[src/hw/pmcs_pkg.sv]
// Constants shared by the power monitor conversion sequencer
package pmcs_pkg;

  // ****************************************************************
  // Register addresses (word index on the plain register port)
  // ****************************************************************
  localparam logic [3:0] ADDR_CONFIG     = 4'h0;
  localparam logic [3:0] ADDR_ADC_CONFIG = 4'h1;
  localparam logic [3:0] ADDR_BUS_V      = 4'h2;
  localparam logic [3:0] ADDR_TEMP       = 4'h3;
  localparam logic [3:0] ADDR_CURRENT    = 4'h4;
  localparam logic [3:0] ADDR_POWER      = 4'h5;
  localparam logic [3:0] ADDR_ENERGY_HI  = 4'h6;
  localparam logic [3:0] ADDR_ENERGY_LO  = 4'h7;
  localparam logic [3:0] ADDR_CHARGE_HI  = 4'h8;
  localparam logic [3:0] ADDR_CHARGE_LO  = 4'h9;
  localparam logic [3:0] ADDR_DIAG       = 4'hA;

  // ****************************************************************
  // Field positions
  // ****************************************************************
  localparam int CFG_DELAY_LSB  = 6;
  localparam int ADC_MODE_LSB   = 12;
  localparam int ADC_CT_BUS_LSB = 9;
  localparam int ADC_CT_SH_LSB  = 6;
  localparam int ADC_CT_T_LSB   = 3;
  localparam int ADC_AVG_LSB    = 0;
  localparam int DIAG_ALERT_EN  = 0;
  localparam int DIAG_READY     = 1;
  localparam int DIAG_ACC_VALID = 2;
  localparam int MODE_BUS_BIT   = 0;
  localparam int MODE_CUR_BIT   = 1;
  localparam int MODE_CONT_BIT  = 2;

  // ****************************************************************
  // Reset values
  // ****************************************************************
  localparam logic [7:0] RST_DELAY  = 8'h00;
  localparam logic [2:0] RST_MODE   = 3'h7;
  localparam logic [2:0] RST_CT     = 3'h5;
  localparam logic [2:0] RST_AVG    = 3'h0;

  // ****************************************************************
  // Timing
  // ****************************************************************
  localparam int CLK_HZ          = 20_000_000;
  localparam int TICK_US         = 1;
  localparam int TICK_CYCLES     = CLK_HZ / 1_000_000 * TICK_US;
  localparam int DELAY_STEP_MS   = 2;
  localparam int DELAY_STEP_US   = DELAY_STEP_MS * 1000;
  localparam int DELAY_MAX_MS    = 510;
  localparam int CT_MIN_US       = 50;
  localparam int CT_MAX_US       = 4120;
  localparam logic [12:0] CT_US [8] = '{13'h0032, 13'h0054, 13'h0096, 13'h0118,
                                        13'h021C, 13'h041C, 13'h081A, 13'h1018};
  localparam logic [3:0]  AVG_SHIFT [8] = '{4'h0, 4'h2, 4'h4, 4'h6,
                                            4'h7, 4'h8, 4'h9, 4'hA};

  // ****************************************************************
  // Input selector codes and arithmetic
  // ****************************************************************
  localparam logic [1:0] SEL_SHUNT = 2'h0;
  localparam logic [1:0] SEL_BUS   = 2'h1;
  localparam logic [1:0] SEL_TEMP  = 2'h2;
  localparam int TC_SHIFT          = 6;

  typedef enum logic [2:0] {
    ST_IDLE   = 3'b000,
    ST_DELAY  = 3'b001,
    ST_TEMP   = 3'b011,
    ST_SHUNT  = 3'b010,
    ST_BUS    = 3'b110,
    ST_FINISH = 3'b111
  } pmcs_state_e;

endpackage

[src/hw/pmcs_averager.sv]
// Per-quantity averaging accumulator
`timescale 1ns/1ps

module pmcs_averager
(
  // Clock and reset
  input  wire logic               clock_in,
  input  wire logic               reset_in,
  // Control
  input  wire logic               clear_in,
  input  wire logic               add_in,
  input  wire logic        [3:0]  shift_in,
  // Data
  input  wire logic signed [15:0] sample_in,
  output logic signed      [15:0] mean_out
);

  logic signed [25:0] sum;
  logic signed [25:0] shifted;

  assign shifted  = sum >>> shift_in;
  assign mean_out = shifted[15:0];

  // Clear wins so a restart never carries stale samples
  always_ff @(posedge clock_in or posedge reset_in)
  begin
    if (reset_in)
      sum <= 26'sh0;
    else if (clear_in)
      sum <= 26'sh0;
    else if (add_in)
      sum <= sum + 26'(sample_in);
  end

endmodule

[src/hw/pmcs_sequencer.sv]
// Conversion sequencer and calculation engine of the power monitor
//
// Local design decisions: strobed register access and the address map.
`timescale 1ns/1ps

module pmcs_sequencer
#(
  parameter int TICK_DIV = pmcs_pkg::TICK_CYCLES
)
(
  // Clock and reset
  input  wire logic        clock_in,
  input  wire logic        reset_in,
  // Register port
  input  wire logic [3:0]  reg_addr_in,
  input  wire logic [15:0] reg_wdata_in,
  input  wire logic        reg_write_in,
  input  wire logic        reg_read_in,
  output logic      [15:0] reg_rdata_out,
  // Converter
  input  wire logic [15:0] adc_data_in,
  output logic      [1:0]  input_select_out,
  output logic             converter_on_out,
  output logic             filter_restart_out,
  // Status
  output logic             ready_alert_out,
  output logic             shutdown_out
);

  // ****************************************************************
  // Timebase
  // ****************************************************************
  logic [15:0] div_cnt;
  logic        tick;

  assign tick = (div_cnt == 16'(TICK_DIV - 1));

  always_ff @(posedge clock_in or posedge reset_in)
  begin
    if (reset_in)
      div_cnt <= 16'h0000;
    else if (tick)
      div_cnt <= 16'h0000;
    else
      div_cnt <= div_cnt + 16'h0001;
  end

  // ****************************************************************
  // Register decode
  // ****************************************************************
  logic [7:0] start_delay_field;
  logic [2:0] mode;
  logic [2:0] ct_bus;
  logic [2:0] ct_shunt;
  logic [2:0] ct_temp;
  logic [2:0] avg_code;
  logic       ready_alert_enable;
  logic       conversion_ready_flag;
  logic       acc_valid;

  wire wr_cfg   = reg_write_in && (reg_addr_in == pmcs_pkg::ADDR_CONFIG);
  wire wr_adc   = reg_write_in && (reg_addr_in == pmcs_pkg::ADDR_ADC_CONFIG);
  wire wr_diag  = reg_write_in && (reg_addr_in == pmcs_pkg::ADDR_DIAG);
  wire rd_diag  = reg_read_in && (reg_addr_in == pmcs_pkg::ADDR_DIAG);
  wire [2:0] new_mode = reg_wdata_in[pmcs_pkg::ADC_MODE_LSB +: 3];
  wire new_run  = new_mode[pmcs_pkg::MODE_BUS_BIT] | new_mode[pmcs_pkg::MODE_CUR_BIT];
  wire cur_en   = mode[pmcs_pkg::MODE_CUR_BIT];
  wire bus_en   = mode[pmcs_pkg::MODE_BUS_BIT];
  wire cont     = mode[pmcs_pkg::MODE_CONT_BIT];

  always_ff @(posedge clock_in or posedge reset_in)
  begin
    if (reset_in)
    begin
      start_delay_field  <= pmcs_pkg::RST_DELAY;
      mode               <= pmcs_pkg::RST_MODE;
      ct_bus             <= pmcs_pkg::RST_CT;
      ct_shunt           <= pmcs_pkg::RST_CT;
      ct_temp            <= pmcs_pkg::RST_CT;
      avg_code           <= pmcs_pkg::RST_AVG;
      ready_alert_enable <= 1'b0;
    end
    else
    begin
      if (wr_cfg)
        start_delay_field <= reg_wdata_in[pmcs_pkg::CFG_DELAY_LSB +: 8];
      if (wr_adc)
      begin
        mode     <= new_mode;
        ct_bus   <= reg_wdata_in[pmcs_pkg::ADC_CT_BUS_LSB +: 3];
        ct_shunt <= reg_wdata_in[pmcs_pkg::ADC_CT_SH_LSB +: 3];
        ct_temp  <= reg_wdata_in[pmcs_pkg::ADC_CT_T_LSB +: 3];
        avg_code <= reg_wdata_in[pmcs_pkg::ADC_AVG_LSB +: 3];
      end
      if (wr_diag)
        ready_alert_enable <= reg_wdata_in[pmcs_pkg::DIAG_ALERT_EN];
    end
  end

  // ****************************************************************
  // Sequence state machine
  // ****************************************************************
  pmcs_pkg::pmcs_state_e state;
  pmcs_pkg::pmcs_state_e next_state;
  logic [18:0] timer;
  logic [18:0] target;
  logic [10:0] sample_cnt;
  logic        delay_pending;

  wire [18:0] delay_us   = 19'(start_delay_field) * 19'(pmcs_pkg::DELAY_STEP_US);
  wire [10:0] avg_n      = 11'h001 << pmcs_pkg::AVG_SHIFT[avg_code];
  wire        last_pass  = (sample_cnt + 11'h001) == avg_n;
  wire        period_end = tick && (timer == target - 19'h00001);
  wire        converting = (state == pmcs_pkg::ST_TEMP) || (state == pmcs_pkg::ST_SHUNT)
                           || (state == pmcs_pkg::ST_BUS);
  wire        publish    = (state == pmcs_pkg::ST_FINISH) && last_pass;
  wire pmcs_pkg::pmcs_state_e first_ch = cur_en ? pmcs_pkg::ST_TEMP : pmcs_pkg::ST_BUS;

  // Each input keeps its own programmed period
  always_comb
  begin
    unique case (state)
      pmcs_pkg::ST_TEMP:  target = 19'(pmcs_pkg::CT_US[ct_temp]);
      pmcs_pkg::ST_SHUNT: target = 19'(pmcs_pkg::CT_US[ct_shunt]);
      pmcs_pkg::ST_BUS:   target = 19'(pmcs_pkg::CT_US[ct_bus]);
      pmcs_pkg::ST_DELAY: target = delay_us;
      default:            target = 19'h00001;
    endcase
  end

  always_comb
  begin
    next_state = state;
    unique case (state)
      pmcs_pkg::ST_IDLE:   next_state = pmcs_pkg::ST_IDLE;
      pmcs_pkg::ST_DELAY:  if (period_end) next_state = first_ch;
      pmcs_pkg::ST_TEMP:   if (period_end) next_state = pmcs_pkg::ST_SHUNT;
      pmcs_pkg::ST_SHUNT:
        if (period_end)
          next_state = bus_en ? pmcs_pkg::ST_BUS : pmcs_pkg::ST_FINISH;
      pmcs_pkg::ST_BUS:    if (period_end) next_state = pmcs_pkg::ST_FINISH;
      pmcs_pkg::ST_FINISH:
        if (last_pass && !cont)
          next_state = pmcs_pkg::ST_IDLE;
        else
          next_state = first_ch;
      default:             next_state = pmcs_pkg::ST_IDLE;
    endcase
    if (wr_adc)
    begin
      if (!new_run)
        next_state = pmcs_pkg::ST_IDLE;
      else if (start_delay_field != 8'h00)
        next_state = pmcs_pkg::ST_DELAY;
      else
        next_state = new_mode[pmcs_pkg::MODE_CUR_BIT] ? pmcs_pkg::ST_TEMP
                                                      : pmcs_pkg::ST_BUS;
    end
  end

  // Reads are never decoded here, so polling cannot stall a sequence
  always_ff @(posedge clock_in or posedge reset_in)
  begin
    if (reset_in)
    begin
      state      <= pmcs_pkg::ST_IDLE;
      timer      <= 19'h00000;
      sample_cnt <= 11'h000;
    end
    else
    begin
      state <= next_state;
      if (next_state != state || wr_adc)
        timer <= 19'h00000;
      else if (tick)
        timer <= timer + 19'h00001;
      if (wr_adc || publish)
        sample_cnt <= 11'h000;
      else if (state == pmcs_pkg::ST_FINISH)
        sample_cnt <= sample_cnt + 11'h001;
    end
  end

  // ****************************************************************
  // Sample capture and background arithmetic
  // ****************************************************************
  logic signed [15:0] temp_sample;
  logic signed [15:0] current_now;
  logic signed [31:0] charge;
  logic signed [31:0] energy;
  logic signed [15:0] mean_current;
  logic signed [15:0] mean_bus;
  logic signed [15:0] mean_temp;

  wire end_temp  = period_end && (state == pmcs_pkg::ST_TEMP);
  wire end_shunt = period_end && (state == pmcs_pkg::ST_SHUNT);
  wire end_bus   = period_end && (state == pmcs_pkg::ST_BUS);
  wire signed [15:0] adc_s     = $signed(adc_data_in);
  wire signed [15:0] corrected = adc_s - (temp_sample >>> pmcs_pkg::TC_SHIFT);
  wire signed [31:0] power_now = current_now * adc_s;
  wire signed [31:0] power_avg = mean_current * mean_bus;
  wire avg_clear = wr_adc || publish;
  wire [3:0] avg_shift = pmcs_pkg::AVG_SHIFT[avg_code];

  // Single-cycle arithmetic alongside the timer, so periods stay exact
  always_ff @(posedge clock_in or posedge reset_in)
  begin
    if (reset_in)
    begin
      temp_sample <= 16'sh0000;
      current_now <= 16'sh0000;
      charge      <= 32'sh00000000;
      energy      <= 32'sh00000000;
      acc_valid   <= 1'b0;
    end
    else
    begin
      if (end_temp)
        temp_sample <= adc_s;
      if (end_shunt)
        current_now <= corrected;
      if (wr_adc)
        acc_valid <= new_mode[pmcs_pkg::MODE_CONT_BIT] && new_run;
      if (wr_adc && !(new_mode[pmcs_pkg::MODE_CONT_BIT] && acc_valid))
      begin
        charge <= 32'sh00000000;
        energy <= 32'sh00000000;
      end
      else if (acc_valid)
      begin
        if (end_shunt)
          charge <= charge + 32'(corrected);
        if (end_bus)
          energy <= energy + power_now;
      end
    end
  end

  pmcs_averager u_avg_current
  (
    .clock_in  (clock_in),
    .reset_in  (reset_in),
    .clear_in  (avg_clear),
    .add_in    (end_shunt),
    .shift_in  (avg_shift),
    .sample_in (corrected),
    .mean_out  (mean_current)
  );

  pmcs_averager u_avg_bus
  (
    .clock_in  (clock_in),
    .reset_in  (reset_in),
    .clear_in  (avg_clear),
    .add_in    (end_bus),
    .shift_in  (avg_shift),
    .sample_in (adc_s),
    .mean_out  (mean_bus)
  );

  pmcs_averager u_avg_temp
  (
    .clock_in  (clock_in),
    .reset_in  (reset_in),
    .clear_in  (avg_clear),
    .add_in    (end_temp),
    .shift_in  (avg_shift),
    .sample_in (adc_s),
    .mean_out  (mean_temp)
  );

  // ****************************************************************
  // Published results and ready flag
  // ****************************************************************
  logic [15:0] res_current;
  logic [15:0] res_bus;
  logic [15:0] res_temp;
  logic [15:0] res_power;

  wire ready_clear = (wr_adc && new_run) || rd_diag;

  always_ff @(posedge clock_in or posedge reset_in)
  begin
    if (reset_in)
    begin
      res_current           <= 16'h0000;
      res_bus               <= 16'h0000;
      res_temp              <= 16'h0000;
      res_power             <= 16'h0000;
      conversion_ready_flag <= 1'b0;
    end
    else
    begin
      // Only the last pass of an average replaces results; channels not run keep theirs
      if (publish)
      begin
        if (cur_en)
        begin
          res_current <= mean_current;
          res_temp    <= mean_temp;
        end
        if (bus_en)
          res_bus <= mean_bus;
        if (cur_en && bus_en)
          res_power <= power_avg[31:16];
      end
      // Completion set beats a same-cycle clear
      if (publish)
        conversion_ready_flag <= 1'b1;
      else if (ready_clear)
        conversion_ready_flag <= 1'b0;
    end
  end

  // ****************************************************************
  // Read data and outputs
  // ****************************************************************
  logic [15:0] rd_mux;
  wire  [15:0] adc_cfg_word = {1'b0, mode, ct_bus, ct_shunt, ct_temp, avg_code};
  wire  [15:0] diag_word    = {13'h0000, acc_valid, conversion_ready_flag, ready_alert_enable};

  always_comb
  begin
    unique case (reg_addr_in)
      pmcs_pkg::ADDR_CONFIG:     rd_mux = {2'b00, start_delay_field, 6'h00};
      pmcs_pkg::ADDR_ADC_CONFIG: rd_mux = adc_cfg_word;
      pmcs_pkg::ADDR_BUS_V:      rd_mux = res_bus;
      pmcs_pkg::ADDR_TEMP:       rd_mux = res_temp;
      pmcs_pkg::ADDR_CURRENT:    rd_mux = res_current;
      pmcs_pkg::ADDR_POWER:      rd_mux = res_power;
      pmcs_pkg::ADDR_ENERGY_HI:  rd_mux = energy[31:16];
      pmcs_pkg::ADDR_ENERGY_LO:  rd_mux = energy[15:0];
      pmcs_pkg::ADDR_CHARGE_HI:  rd_mux = charge[31:16];
      pmcs_pkg::ADDR_CHARGE_LO:  rd_mux = charge[15:0];
      pmcs_pkg::ADDR_DIAG:       rd_mux = diag_word;
      default:                   rd_mux = 16'h0000;
    endcase
  end

  always_ff @(posedge clock_in or posedge reset_in)
  begin
    if (reset_in)
    begin
      reg_rdata_out      <= 16'h0000;
      input_select_out   <= pmcs_pkg::SEL_SHUNT;
      converter_on_out   <= 1'b0;
      filter_restart_out <= 1'b0;
      ready_alert_out    <= 1'b0;
      shutdown_out       <= 1'b1;
    end
    else
    begin
      reg_rdata_out <= reg_read_in ? rd_mux : 16'h0000;
      unique case (next_state)
        pmcs_pkg::ST_TEMP:  input_select_out <= pmcs_pkg::SEL_TEMP;
        pmcs_pkg::ST_BUS:   input_select_out <= pmcs_pkg::SEL_BUS;
        default:            input_select_out <= pmcs_pkg::SEL_SHUNT;
      endcase
      converter_on_out   <= (next_state == pmcs_pkg::ST_TEMP)
                            || (next_state == pmcs_pkg::ST_SHUNT)
                            || (next_state == pmcs_pkg::ST_BUS);
      // Filter restarts with each period so it settles inside it
      // A mode write that aborts a period restarts the filter too
      filter_restart_out <= converting ? (period_end || wr_adc) : (next_state != state);
      ready_alert_out    <= ready_alert_enable
                            && (conversion_ready_flag || publish) && !ready_clear;
      shutdown_out       <= (next_state == pmcs_pkg::ST_IDLE);
    end
  end

endmodule

[config.mk]
export PLATFORM = sky130hd
export DESIGN_NAME = pmcs_sequencer
export DESIGN_NICKNAME = d
export VERILOG_FILES = /design/src/hw/pmcs_pkg.sv /design/src/hw/pmcs_averager.sv /design/src/hw/pmcs_sequencer.sv
export SDC_FILE = /design/constraint.sdc
export NUM_CORES = 2
export LEC_CHECK = 0
export BUFFER_PORTS_ARGS = -buffer_cell sky130_fd_sc_hd__buf_2
export CORE_MARGIN = 3
export CORE_UTILIZATION = 59
export CTS_BUF_LIST = sky130_fd_sc_hd__clkbuf_16
export CTS_CLUSTER_SIZE = 14
export DETAILED_ROUTE_END_ITERATION = 7
export PLACE_DENSITY = 0.8
export SLEW_MARGIN = 10
export SYNTH_ARGS = -nofsm -noshare
export SYNTH_HDL_FRONTEND = slang
export SYNTH_HIERARCHICAL = 1
export SYNTH_SLANG_ARGS = --single-unit
[constraint.sdc]
create_clock -name clock_in -period 16.2 [get_ports clock_in]
set_input_delay 2.43 -clock clock_in [delete_from_list [all_inputs] [get_ports clock_in]]
set_output_delay 2.43 -clock clock_in [all_outputs]
set_load 0.01 [all_outputs]
==> impl_metrics.csv <==
group,metric,value,unit
run_status,run_status,"complete, no violations",
floorplanning,fp.dieW,286,microns
sta,grt_setup_unrepaired,"no",
worst_hold_path,hold-path-cell-count,1,
final_layout,layout.nets,5846,
synthesis,synth-seq-cells,329,
floorplanning,die_y,286,microns
setup_path,critPathMaxFanout,91,
sta,finalHoldViolations,0,
setup_path,worst-path-buf-inv,5,
synthesis,number_of_enable_flip_flop_cells_after_synthesis,0,
synthesis,syn_nets,5926,
clocking,cts_tree,"done",
clocking,clock_sinks,329,
detailed_routing,drc,0,
sta,final.period_utilization,65.8,%
sta,max_freq,93.8,MHz
global_routing,track_usage,30.6,%
setup_path,rr_worst_depth,34,
placed_design,final_hpwl_from_detailed_placement,93500,microns
clocking,cts_buffers,40,
detailed_routing,detailroute.via_count,36600,
synthesis,ys_warn_count,6,
final_layout,layout-area-overhead-vs-synth,5.30,%
setup_path,critical-path-top-delay-family,"adder cells",
global_routing,first_global_vias,36900,
detailed_routing,detail_route.vias_per_cell,6.17,
clocking,cts_buffer_depth,3,
global_routing,globalRouteOverflowTotal,0,
sta,setup_viols_final,0,
setup_path,critPathLaunchType,"flip-flop",
clocking,htree_levels,2,
synthesis,asyncSetResetFlopFracSynth,100,%
sta,timing_max_transition_violations_final,0,
floorplanning,boundaryPins,62,
detailed_routing,detail-route-antenna-nets,0,
setup_path,worst-endpoint-required,16.59,ns
clocking,worst_skew_pair_latency,0.59,ns
global_routing,initial_antenna_violation_count,3,
setup_path,cp_data_arrival_time,11.06,ns
setup_path,crit_path_max_incr_delay,0.84,ns
floorplanning,rows,101,
sta,clock-skew-final,0.0385,ns
clocking,post_cts_resized,0,
detailed_routing,drt_first_pass_iters,6,
job,max-cap-violations,0,
detailed_routing,finalWirelength,123000,microns
synthesis,area_of_the_mapped_netlist,46200,sq um
final_layout,drive_gt1_share,8.45,%
worst_hold_path,hp-class,"reg2reg",
setup_path,r2r_slack,5.53,ns
floorplanning,total_die_area,81600,sq um
global_routing,grt_max_degree,120,
floorplanning,start_util,60.2,%
detailed_routing,detailedRoute.firstIterationViolations,3280,
synthesis,post_synth_inst_count,4952,
setup_path,crit_type,"reg2reg",
synthesis,syn-mean-instance-area,9.32,sq um
sta,totalNegativeSetupSlack,0,ns
synthesis,synth_seq_area_share,17.9,%
sta,timing.max_slew.rel_slack,15.4,%
synthesis,netlist-cell-type-count,111,
clocking,holdBufCountCts,0,
clocking,clk_root_buffer_cell,"clkbuf_16",
sta,worst-slew-pin-transition,1.26,ns
floorplanning,floorplan.core_area,76700,sq um
detailed_routing,wl_per_cell,20.8,microns
setup_path,worst_path_max_delay_cell,"buf_4",
placed_design,io_buffers,60,
synthesis,ys_dominant_reg_cell,"dfrtp_1",
sta,post-route-min-period,10.67,ns
global_routing,grt_first_pass_wirelength,200000,microns
setup_path,worst_setup_path_end_kind,"flip-flop",
clocking,cts_post_setup_buffers_inserted,0,
clocking,clk_pin_slew_worst_paths,0.06,ns
setup_path,critical_path_cell_count,34,
placed_design,gp_congestion,0.980,
setup_path,most_used_cell_cp,"fa_1",
area by class of cell:
class	count	area, sq um
antenna	4	10.0
clock buffer	41	1030
inverter	710	2670
multi-input combinational	3686	34400
clock inverter	30	317
sequential	329	8250
tap	1030	1290
fill	6237	28100
timing repair buffer	105	638
state kept, by name, indices dropped and copies added (netlist names), 19 cells and up:
register	cells
charge	32
energy	32
timer	19
u_avg_bus/sum	26
u_avg_current/sum	26
u_avg_temp/sum	26
stage by stage:
stage / area [sq um] / worst slack (ns) / cells / util [%] / hold WS [ns]
CTS: 48600 / 5.65 / 5931 / 63.3 / 0.481
finish: 48600 / 5.53 / 5935 / 63.4 / 0.486
global placement: 47200 / 5.95 / 5860 / 61.6 / 0.461
detailed placement: 47200 / 5.71 / 5860 / 61.6 / 0.468
floorplan: 46200 / 6.89 / 4952 / - / 0.446
global route: 48600 / 4.83 / 5931 / 63.3 / 0.503
cell families after synthesis:
family | count (synthesis) | synth area share [%]
AOI/OAI and AO/OA | 877 | 13.1
buffers and inverters | 937 | 7.85
adders and majority gates | 934 | 34.8
and+or+nand+nor | 1397 | 15.4
muxes | 256 | 6.89
xor gates and xnor gates | 222 | 4.21
DFF | 329 | 17.9
cells in the final DEF, fill, tap and decap left out, types with 49 or more instances in the layout:
cell / n
xnor2_1: 151
nand3_1: 71
nand2_1: 538
inv_1: 711
dfrtp_1: 319
buf_2: 60
a22o_1: 82
o21ai_0: 165
ha_1: 354
fa_1: 580
nand2b_1: 76
and2_1: 209
a22oi_1: 49
a21o_1: 51
xor2_1: 70
nor2_1: 202
mux2_2: 101
a21oi_1: 200
mux2i_1: 115
cell usage after synthesis, types with 16 or more instances:
library cell	instances	area (sq um)
nand4_1	33	206
nand3_1	71	355
a211oi_1	25	188
nand2b_1	76	475
nor2_1	204	766
nor2b_1	44	275
nor3_1	45	225
nand2_1	538	2020
a21o_1	51	383
nor4_2	19	238
buf_1	19	71.3
mux2i_1	115	1150
dfrtp_1	319	7980
and2_1	210	1310
fa_1	580	11600
mux2_2	102	1150
o21ai_0	175	876
mux4_2	39	878
nor4_1	16	100
ha_1	354	4430
a22oi_1	49	368
xor2_1	70	613
buf_2	25	125
xnor2_1	152	1330
inv_1	706	2650
a21oi_1	202	1010
clkbuf_1	170	638
o21a_1	34	255
and3_1	28	175
o21bai_1	25	188
a22o_1	82	718
a221oi_1	21	184
a31oi_1	28	175
or3_1	25	156
o211ai_1	24	180
final timing paths:
path | start | to
max in group asynchronous | reset_in | input_select_out[0]
worst max register to register | avg_code[0] | res_power[14]
worst max-delay path | avg_code[0] | res_power[14]
min in group asynchronous | reset_in | res_temp[12]
worst min register to register | div_cnt[0] | div_cnt[0]
worst min-delay path | div_cnt[0] | div_cnt[0]
metal layers:
layer | routed length, microns | GRT usage (%) | up-vias
met3 | 10400 | 5.47 | 349
met1 | 50100 | 40.9 | 18200
met2 | 57400 | 50.2 | 1634
met5 | 20 | 0 | -
li1 | - | - | 16400
met4 | 5500 | 11.5 | 4
Power is left out: the tool's default activity adds up to more than one toggle a clock period on the data nets, which glitch-free logic cannot reach.
